$ cat config.mk
export PLATFORM = sky130hd
export DESIGN_NAME = dab_regs
export DESIGN_NICKNAME = d
export VERILOG_FILES = /design/src/design/dab_pkg.sv /design/src/design/dab_pen_latch.sv /design/src/design/dab_regs.sv
export VERILOG_INCLUDE_DIRS = /design/src /design/src/design
export SDC_FILE = /design/constraint.sdc
export NUM_CORES = 1
export LEC_CHECK = 0
export ABC_AREA = 1
export ABC_CLOCK_PERIOD_IN_PS = 1200
export BUFFER_PORTS_ARGS = -buffer_cell sky130_fd_sc_hd__buf_2
export CAP_MARGIN = 20
export CORE_AREA = 2 2 107 67
export CTS_BUF_LIST = sky130_fd_sc_hd__clkbuf_8
export CTS_CLUSTER_DIAMETER = 100
export DETAILED_ROUTE_END_ITERATION = 10
export DIE_AREA = 0 0 109 69
export GPL_TIMING_DRIVEN = 0
export REMOVE_ABC_BUFFERS = 1
export SLEW_MARGIN = 20
export SYNTH_ARGS = -nofsm -noshare
export SYNTH_HDL_FRONTEND = slang
export SYNTH_SLANG_ARGS = --single-unit
$ cat constraint.sdc
create_clock -name sys_clk -period 1.2 [get_ports sys_clk]
set_input_delay 0 -clock sys_clk [delete_from_list [all_inputs] [get_ports sys_clk]]
set_output_delay 0 -clock sys_clk [all_outputs]
set_load 0.01 [all_outputs]
$ cat src/design/dab_consts.svh
// port addresses, field positions and reset values of the bus-side register slice
`ifndef DAB_CONSTS_SVH
`define DAB_CONSTS_SVH

`define DAB_ADDR_W 10
`define DAB_PORT_MISC 10'h3c2
`define DAB_PORT_ISR0 10'h3c2
`define DAB_PORT_CRT_IDX_MONO 10'h3b4
`define DAB_PORT_CRT_IDX_COLR 10'h3d4
`define DAB_PORT_CRT_DAT_MONO 10'h3b5
`define DAB_PORT_CRT_DAT_COLR 10'h3d5
`define DAB_PORT_STAT_MONO 10'h3ba
`define DAB_PORT_STAT_COLR 10'h3da
`define DAB_PORT_PEN_SET_COLR 10'h3dc
`define DAB_PORT_PEN_CLR_COLR 10'h3db
`define DAB_PORT_PEN_SET_MONO 10'h3b9
`define DAB_PORT_PEN_CLR_MONO 10'h3bb
`define DAB_SPACE_LO 10'h3b0
`define DAB_SPACE_HI 10'h3df

`define DAB_EMU_INDEX 8'hff

`define DAB_EMU_COLR_BIT 0
`define DAB_EMU_MONO_BIT 1
`define DAB_EMU_ACTIVE_BIT 2
`define DAB_EMU_TYPE_BIT 4
`define DAB_MISC_ADDR_SEL_BIT 0
`define DAB_MISC_CLK_LO_BIT 2
`define DAB_MISC_CLK_HI_BIT 3
`define DAB_MISC_VID_DIS_BIT 4

`define DAB_RST_FEATURE 2'h0
`define DAB_RST_EMU 3'h0
`define DAB_RST_EMU_TYPE 1'h0
`define DAB_RST_MISC 4'h0
`define DAB_RST_INDEX 8'h00

`endif

$ cat src/design/dab_pkg.sv
// types shared by the display adapter bus-side register slice
package dab_pkg;

  typedef enum logic [1:0] {
    DAB_NATIVE = 2'b00,
    DAB_COLOUR = 2'b01,
    DAB_MONO = 2'b10
  } dab_mode_t;

  typedef struct packed {
    logic hsync_in_pin;
    logic vertical_in_pin;
    logic blue_video_in_pin;
  } dab_video_in_t;

  typedef struct packed {
    logic pen_switch;
    logic switch_sense;
    logic feature_code_in_a;
    logic feature_code_in_b;
  } dab_sense_in_t;

endpackage

$ cat src/design/dab_pen_latch.sv
// light-pen latch: set by pen pulse or software, cleared by software only
`timescale 1ns/1ps
`include "dab_consts.svh"

module dab_pen_latch
  import dab_pkg::*;
(
  input wire logic sys_clk,
  input wire logic rst,
  input wire logic pen_pulse_in,
  input wire logic sw_set,
  input wire logic sw_clear,
  output logic latch_q
);

  logic pen_prev_q;
  logic pen_fall;
  logic latch_d;

  // a valid pulse is the falling edge; inputs are already synchronous
  assign pen_fall = pen_prev_q & ~pen_pulse_in;
  // set wins over a clear landing in the same cycle
  assign latch_d = pen_fall | sw_set | (latch_q & ~sw_clear);

  always_ff @(posedge sys_clk) begin
    if (rst) begin
      pen_prev_q <= 1'b1;
      latch_q <= 1'b0;
    end else begin
      pen_prev_q <= pen_pulse_in;
      latch_q <= latch_d;
    end
  end
endmodule

$ cat src/design/dab_regs.sv
// bus-side register slice: feature, emulation and misc copies, status bits, light pen
//
// Behaviour
// - feature copy write-only, two bits, reset zero
// - feature bits drive the two feature pins
// - reads of controller-held registers pass local bus
// - emulation register via CRT data, index FFh
// - emulation bit 0 enables colour emulation
// - emulation bit 1 enables monochrome emulation
// - bit 2 marks emulation active; software keeps it
// - type bit 4 picks colour or monochrome
// - pen ports and status format follow mode
// - misc copy at 3C2h, bits 0,2,3,4
// - misc bit 0 moves CRT and status ports
// - misc bits 2,3 drive clock-select pins
// - misc bit 4 drives internal video disable
// - status 0 native: device drives all but bit 7
// - status 0 bits 4-6: switch, feature codes
// - status 1 port depends on mode
// - native status 1: bits 1,2 driven, 6,7 high
// - colour status 1: bits 1-3 driven, 4-7 high
// - mono status 1: bits 0,3,7 driven, rest high
// - mono status 1 bit 0 is hsync input
// - native and colour status 1: bit 1 latch, bit 2 pen switch
// - status 1 bit 3: inverted vertical or blue
// - latch set by pen pulse or software set
// - colour mode set port triggers on read too
`timescale 1ns/1ps
`include "dab_consts.svh"

module dab_regs
  import dab_pkg::*;
(
  input wire logic sys_clk,
  input wire logic rst,
  input wire logic [`DAB_ADDR_W-1:0] host_addr,
  input wire logic host_ior_n,
  input wire logic host_iow_n,
  input wire logic [7:0] host_data_in,
  output logic [7:0] host_data_out,
  output logic host_data_oe,
  input wire logic [7:0] local_data_in,
  input wire dab_video_in_t video_in,
  input wire dab_sense_in_t sense_in,
  input wire logic pen_pulse_in,
  output logic feature_out_a,
  output logic feature_out_b,
  output logic clock_choice_a,
  output logic clock_choice_b,
  output logic internal_video_disable_pin,
  output logic pen_latch_state,
  output dab_mode_t emu_mode
);

  ////////////////////////////////////////////////////////////////////////////
  // state

  logic [1:0] feature_q;
  logic [2:0] emu_q;
  logic emu_type_q;
  logic [3:0] misc_q;
  logic [7:0] crt_index_q;
  logic iow_prev_q;
  logic ior_prev_q;
  logic [7:0] rd_data_q;
  logic rd_oe_q;
  dab_mode_t mode_q;

  ////////////////////////////////////////////////////////////////////////////
  // strobes: one action per bus cycle, taken at the leading edge

  wire wr_go = iow_prev_q & ~host_iow_n;
  wire rd_go = ior_prev_q & ~host_ior_n;
  wire rd_act = ~host_ior_n;
  wire addr_sel = misc_q[0];

  ////////////////////////////////////////////////////////////////////////////
  // mode from the emulation bits

  wire emu_on = emu_q[`DAB_EMU_ACTIVE_BIT];
  wire colour_mode = emu_on & emu_q[`DAB_EMU_COLR_BIT] & ~emu_type_q;
  wire mono_mode = emu_on & emu_q[`DAB_EMU_MONO_BIT] & emu_type_q;
  dab_mode_t mode_d;
  assign mode_d = colour_mode ? DAB_COLOUR : (mono_mode ? DAB_MONO : DAB_NATIVE);

  ////////////////////////////////////////////////////////////////////////////
  // address decode

  wire [`DAB_ADDR_W-1:0] crt_idx_port =
    addr_sel ? `DAB_PORT_CRT_IDX_COLR : `DAB_PORT_CRT_IDX_MONO;
  wire [`DAB_ADDR_W-1:0] crt_dat_port =
    addr_sel ? `DAB_PORT_CRT_DAT_COLR : `DAB_PORT_CRT_DAT_MONO;
  wire [`DAB_ADDR_W-1:0] stat_sel_port =
    addr_sel ? `DAB_PORT_STAT_COLR : `DAB_PORT_STAT_MONO;

  wire hit_misc = host_addr == `DAB_PORT_MISC;
  wire hit_crt_idx = host_addr == crt_idx_port;
  wire hit_crt_dat = host_addr == crt_dat_port;
  wire hit_feature = host_addr == stat_sel_port;
  wire hit_stat_colr = host_addr == `DAB_PORT_STAT_COLR;
  wire hit_stat_mono = host_addr == `DAB_PORT_STAT_MONO;
  wire hit_space = (host_addr >= `DAB_SPACE_LO) && (host_addr <= `DAB_SPACE_HI);

  // status 1 moves with the mode
  logic hit_stat1;
  always_comb begin
    unique case (mode_q)
      DAB_NATIVE: hit_stat1 = hit_feature;
      DAB_COLOUR: hit_stat1 = hit_stat_colr;
      DAB_MONO: hit_stat1 = hit_stat_mono;
      default: hit_stat1 = 1'b0;
    endcase
  end

  // light-pen ports: monochrome uses its own pair
  wire pen_set_hit = (mode_q == DAB_MONO) ?
    (host_addr == `DAB_PORT_PEN_SET_MONO) : (host_addr == `DAB_PORT_PEN_SET_COLR);
  wire pen_clr_hit = (mode_q == DAB_MONO) ?
    (host_addr == `DAB_PORT_PEN_CLR_MONO) : (host_addr == `DAB_PORT_PEN_CLR_COLR);
  wire colour_rd = rd_go & (mode_q == DAB_COLOUR);
  wire pen_sw_set = pen_set_hit & (wr_go | colour_rd);
  wire pen_sw_clear = pen_clr_hit & (wr_go | colour_rd);

  ////////////////////////////////////////////////////////////////////////////
  // register writes

  wire wr_feature = wr_go & hit_feature;
  wire wr_index = wr_go & hit_crt_idx;
  wire wr_emu = wr_go & hit_crt_dat & (crt_index_q == `DAB_EMU_INDEX);
  wire wr_misc = wr_go & hit_misc;

  wire [1:0] feature_d = wr_feature ? host_data_in[1:0] : feature_q;
  wire [2:0] emu_d = wr_emu ? host_data_in[2:0] : emu_q;
  wire emu_type_d = wr_emu ? host_data_in[`DAB_EMU_TYPE_BIT] : emu_type_q;
  wire [7:0] crt_index_d = wr_index ? host_data_in : crt_index_q;
  wire [3:0] misc_in = {host_data_in[`DAB_MISC_VID_DIS_BIT], host_data_in[`DAB_MISC_CLK_HI_BIT],
    host_data_in[`DAB_MISC_CLK_LO_BIT], host_data_in[`DAB_MISC_ADDR_SEL_BIT]};
  wire [3:0] misc_d = wr_misc ? misc_in : misc_q;

  always_ff @(posedge sys_clk) begin
    if (rst) begin
      feature_q <= `DAB_RST_FEATURE;
      emu_q <= `DAB_RST_EMU;
      emu_type_q <= `DAB_RST_EMU_TYPE;
      misc_q <= `DAB_RST_MISC;
      crt_index_q <= `DAB_RST_INDEX;
    end else begin
      feature_q <= feature_d;
      emu_q <= emu_d;
      emu_type_q <= emu_type_d;
      misc_q <= misc_d;
      crt_index_q <= crt_index_d;
    end
  end

  ////////////////////////////////////////////////////////////////////////////
  // read data: own bits merged over the local bus

  wire pen_latch;
  wire [7:0] isr0_native = {local_data_in[7], sense_in.feature_code_in_b,
    sense_in.feature_code_in_a, sense_in.switch_sense, 4'h0};
  wire [7:0] isr1_native = {2'h3, local_data_in[5:3], sense_in.pen_switch, pen_latch,
    local_data_in[0]};
  wire [7:0] isr1_colour = {4'hf, ~video_in.vertical_in_pin, sense_in.pen_switch, pen_latch,
    local_data_in[0]};
  wire [7:0] isr1_mono = {video_in.vertical_in_pin, 3'h7, video_in.blue_video_in_pin, 2'h3,
    video_in.hsync_in_pin};

  // emulation modes leave status 0 undefined; the local bus is passed as is
  logic [7:0] rd_data_d;
  always_comb begin
    rd_data_d = local_data_in;
    if (hit_stat1) begin
      unique case (mode_q)
        DAB_NATIVE: rd_data_d = isr1_native;
        DAB_COLOUR: rd_data_d = isr1_colour;
        DAB_MONO: rd_data_d = isr1_mono;
        default: rd_data_d = local_data_in;
      endcase
    end else if (hit_misc && mode_q == DAB_NATIVE) begin
      rd_data_d = isr0_native;
    end
  end

  // host bus is driven only for reads inside the adapter's port window
  wire rd_oe_d = rd_act & hit_space;

  always_ff @(posedge sys_clk) begin
    if (rst) begin
      iow_prev_q <= 1'b1;
      ior_prev_q <= 1'b1;
      rd_data_q <= 8'h00;
      rd_oe_q <= 1'b0;
      mode_q <= DAB_NATIVE;
    end else begin
      iow_prev_q <= host_iow_n;
      ior_prev_q <= host_ior_n;
      rd_data_q <= rd_data_d;
      rd_oe_q <= rd_oe_d;
      mode_q <= mode_d;
    end
  end

  ////////////////////////////////////////////////////////////////////////////
  // light-pen latch

  dab_pen_latch u_pen (
    .sys_clk(sys_clk),
    .rst(rst),
    .pen_pulse_in(pen_pulse_in),
    .sw_set(pen_sw_set),
    .sw_clear(pen_sw_clear),
    .latch_q(pen_latch)
  );

  ////////////////////////////////////////////////////////////////////////////
  // outputs, all straight from flip-flops

  assign feature_out_a = feature_q[0];
  assign feature_out_b = feature_q[1];
  assign clock_choice_a = misc_q[1];
  assign clock_choice_b = misc_q[2];
  assign internal_video_disable_pin = misc_q[3];
  assign pen_latch_state = pen_latch;
  assign emu_mode = mode_q;
  assign host_data_out = rd_data_q;
  assign host_data_oe = rd_oe_q;
endmodule

==> key figures <==
Worst setup path
  – Crit path DAT: 1.60 ns
  – Critical path's slowest cell: dfxtp_4
  – Startpoint type of the worst setup path: register
  – Slowest stage delay, CP: 0.38 ns
  – Flop2flop setup slack: -0.18 ns
  – Crit. End Element: register
  – Worst R2R Path Depth: 11
  – Crit-path cells: inv_6 -> ha_4 -> inv_2 -> nand2_2 -> nand2_4 -> nand4_4 -> nand2_4 -> nand2_4 -> nand2_1 -> nand2_1 -> nor2_1
  – Most used cell, CP: nand2_4
  – Crit Path Class: reg2reg
  – Crit path max fanout: 7
  – Req. time, crit path: 1.43 ns

Timing
  – Max-slew headroom: 50.9%
  – Setup-violating endpoint count in the final report: 14
  – Slew @ Worst Pin: 0.735 ns
  – RSZ-0062 raised after global routing: yes
  – Hold Fails Final Rpt: 0
  – Fin crit period: 1.38 ns
  – Worst Setup Slack, final: -0.176 ns
  – Max-slew violation count: 0
  – Period Utilization, post-route: 115%
  – Clock Skews: slightly below 0.006 ns
  – Peak Freq: roughly 0.73 GHz

Placement
  – Dpl cell area: 2090 sq um
  – GP Congestion: 0.816
  – DP Cell Count: approximately 400
  – PortBufs: 54
  – HPWL Detailed: 3620 microns

Cells and area
  – Layout cells sized above 1: 34.0%
  – Nets: 378
  – Synthesis-to-layout area growth: 45.5%
  – Diode count: 0
  – Most frequent standard cell in the layout excluding fill and tap cells: buf_2
  – Fill cells: 687
  – Finished Layout Cells: around 420
  – Area of the multi-input gates: between 1000 and 1500 sq um
  – Seq. cell area: 668 sq um
  – Most frequent cells in the layout: 54 x buf_2, 48 x nor2_1, 45 x nand2_1
  – Post-route design area: 2500 sq um

Synthesis
  – Register area share after synthesis: between 30% and 40%
  – #FFs+latches synth: 33
  – Share of the synthesized area in the top cell type: between 30% and 40%
  – Post-synthesis mux area share: 0%
  – Area leader, netlist: dfxtp_1
  – Cells after Synth: 260
  – YS warnings: 0
  – Largest family of logic cells by synthesized area: simple AND/OR/NAND/NOR gates
  – Simple-gate share of the synthesized area: 36.6%
  – Compound-Gate Fraction of Synth Area: about 11%
  – Area contributors post-synth: dfxtp_1 38%, nor2_1 12%, nand2_1 11%
  – Library cells used by synthesis: 24
  – Post-synthesis adder-cell area fraction: 3.64%
  – Post-Synth XOR/XNOR Area: 0%
  – Cell area after synthesis: 1720 sq um
  – Avg Synthesized Cell Area: about 6.6 sq um

Drt
  – Vias: 1812
  – Routed wire length: 4890 microns
  – 1st-iter DRT viols: 79
  – Residual DRC count: 0
  – First drt pass iteration count: 4
  – Vias/cell: 4.29
  – DR WL/cell: between 10 and 15 microns
  – ANT nets after route: 0

Die
  – Die area: 7520 sq um
  – Die Span Y: 69 microns
  – IO Pins: 55
  – FP Rows: 23
  – Core Region: roughly 6500 sq um
  – Initial Utilization: 26.3%
  – Die Wd: 109 microns

GRT
  – Congestion Overflow GR: 0
  – Initial antenna violation count: 0
  – Vias in the first global route: 1674
  – First-pass GRT wire length: 7820 microns
  – Global Route Usage Sum: 13.4%
  – Largest net degree at the start of global routing: 28

Clock network
  – Root Driver: clkbuf_8
  – Clock transition at path regs: 0.07 ns
  – TritonCTS Buffers: 5
  – CTS tree: built
  – Clock sinks: 33
  – Clock Tree Buf Depth: 2
  – H-tree depth: 2
  – Clock latency at the later pin of the worst-skew pair: 0.29 ns

Power
  – VDD IR max: 0.000394 V
  – Int Pwr: 1.85 mW
  – Total power: 2.45 mW
  – Leakage power: 1.18 nW
  – Clk pwr share: 42.0%
  – Psw: 0.595 mW
  – Combinational share of power: 12.3%
  – Seq pwr share: 45.8%
  – Power density cells: 977 nW/um^2
  – Sw Share: around 24%

Job
  – Max-Cap Viols: 0

Hold path
  – Hold path depth: 5
  – Hold Path Class: in2reg

Status
  – Status: finished, violations left
  – Failing checks: negative setup slack
[power groups by stage]
stage	Sequential (mW)	Combinational (mW)	Clock, mW
3_5_place_dp	1.15	0.249	0
2_1_floorplan	1.16	0.117	0
4_1_cts	1.12	0.289	1.05
6_report	1.12	0.300	1.03
3_3_place_gp	1.15	0.245	0
5_1_grt	1.12	0.337	1.11
[flip-flops by register name (all words and copies together) (netlist names)]
register / count
u_pen.latch_q: 1
misc_q: 4
feature_q: 2
u_pen.pen_prev_q: 1
iow_prev_q: 1
host_data_oe: 1
crt_index_q: 8
ior_prev_q: 1
emu_mode: 2
emu_type_q: 1
host_data_out: 8
emu_q: 3
[Yosys cell counts]
cell and instances:
o21ai_0 21, a21oi_1 10, nor2_1 55, nand3_1 18, nand4_4 1, nand4_1 2, a21oi_4 1, ha_1 5
clkinv_2 1, inv_1 38, nor3_1 4, nand2_2 4, or2_2 1, o21ai_1 2, inv_2 4, nand2_4 2
clkbuf_1 2, nand3_2 2, a21oi_2 1, nor2_4 1, dfxtp_1 33, nand2_1 50, nor2_2 1, a22oi_1 1
[per-stage QoR]
stage               TNS, ns  setup WS [ns]  utilization (%)  hold WS, ns
global route          -3.31         -0.263             38.3       0.0252
detailed placement    -3.81         -0.413             32.0        0.215
floorplan             -2.33         -0.268                -       0.0691
CTS                   -1.48         -0.168             37.3      0.00444
finish                -1.40         -0.176             38.3      0.00468
global placement      -3.36         -0.377             32.0        0.205
[logic make-up (layout without fill, tap and decap cells)]
family,Yosys count,in the layout
DFF,33,33
buffers and inverters,45,120
and+or+nand+nor,141,141
adders and majority gates,5,5
AOI/OAI and AO/OA,36,36
[critical path, delay by kind of cell (launching register included)]
kind	cells	cell delay [ns]
buffers and inverters	2	0.10
adder cells (fa/ha/maj)	1	0.17
AND/OR/NAND/NOR	8	0.64
flip-flops	1	0.38
[area by class of cell]
type | instances | share of cell area [%]
clock buffer | 5 | 2.75
clock inverter | 2 | 1.40
inverter | 43 | 7.05
multi-input combinational | 182 | 41.0
sequential | 33 | 26.7
tap | 87 | 4.35
timing repair buffer | 70 | 16.8
[metal layers]
layer / vias to the layer above / track usage (%) / wire, microns
met2: 47 / 18.7 / 1970
met5: - / 0 / 0
met3: 7 / 5.01 / 349
met1: 802 / 19.0 / 2500
met4: 0 / 3.85 / 71
li1: 956 / - / -
[path summary, 6_finish.rpt]
check                   start               end
max               emu_mode[0]  host_data_out[1]
min          local_data_in[2]  host_data_out[2]
max reg2reg       emu_mode[0]  host_data_out[1]
min reg2reg        emu_type_q       emu_mode[0]
[timing repair]
action / 4_1_cts / 5_1_grt
hold endpoints to repair: 14 / 0
pin swaps: 11 / 12
hold buffers: 12 / 0
endpoints found under the setup margin: 21 / 23
gates resized for setup: 31 / 19
setup buffers: 3 / 1
No activity file was read; power rests on OpenSTA's default activity.
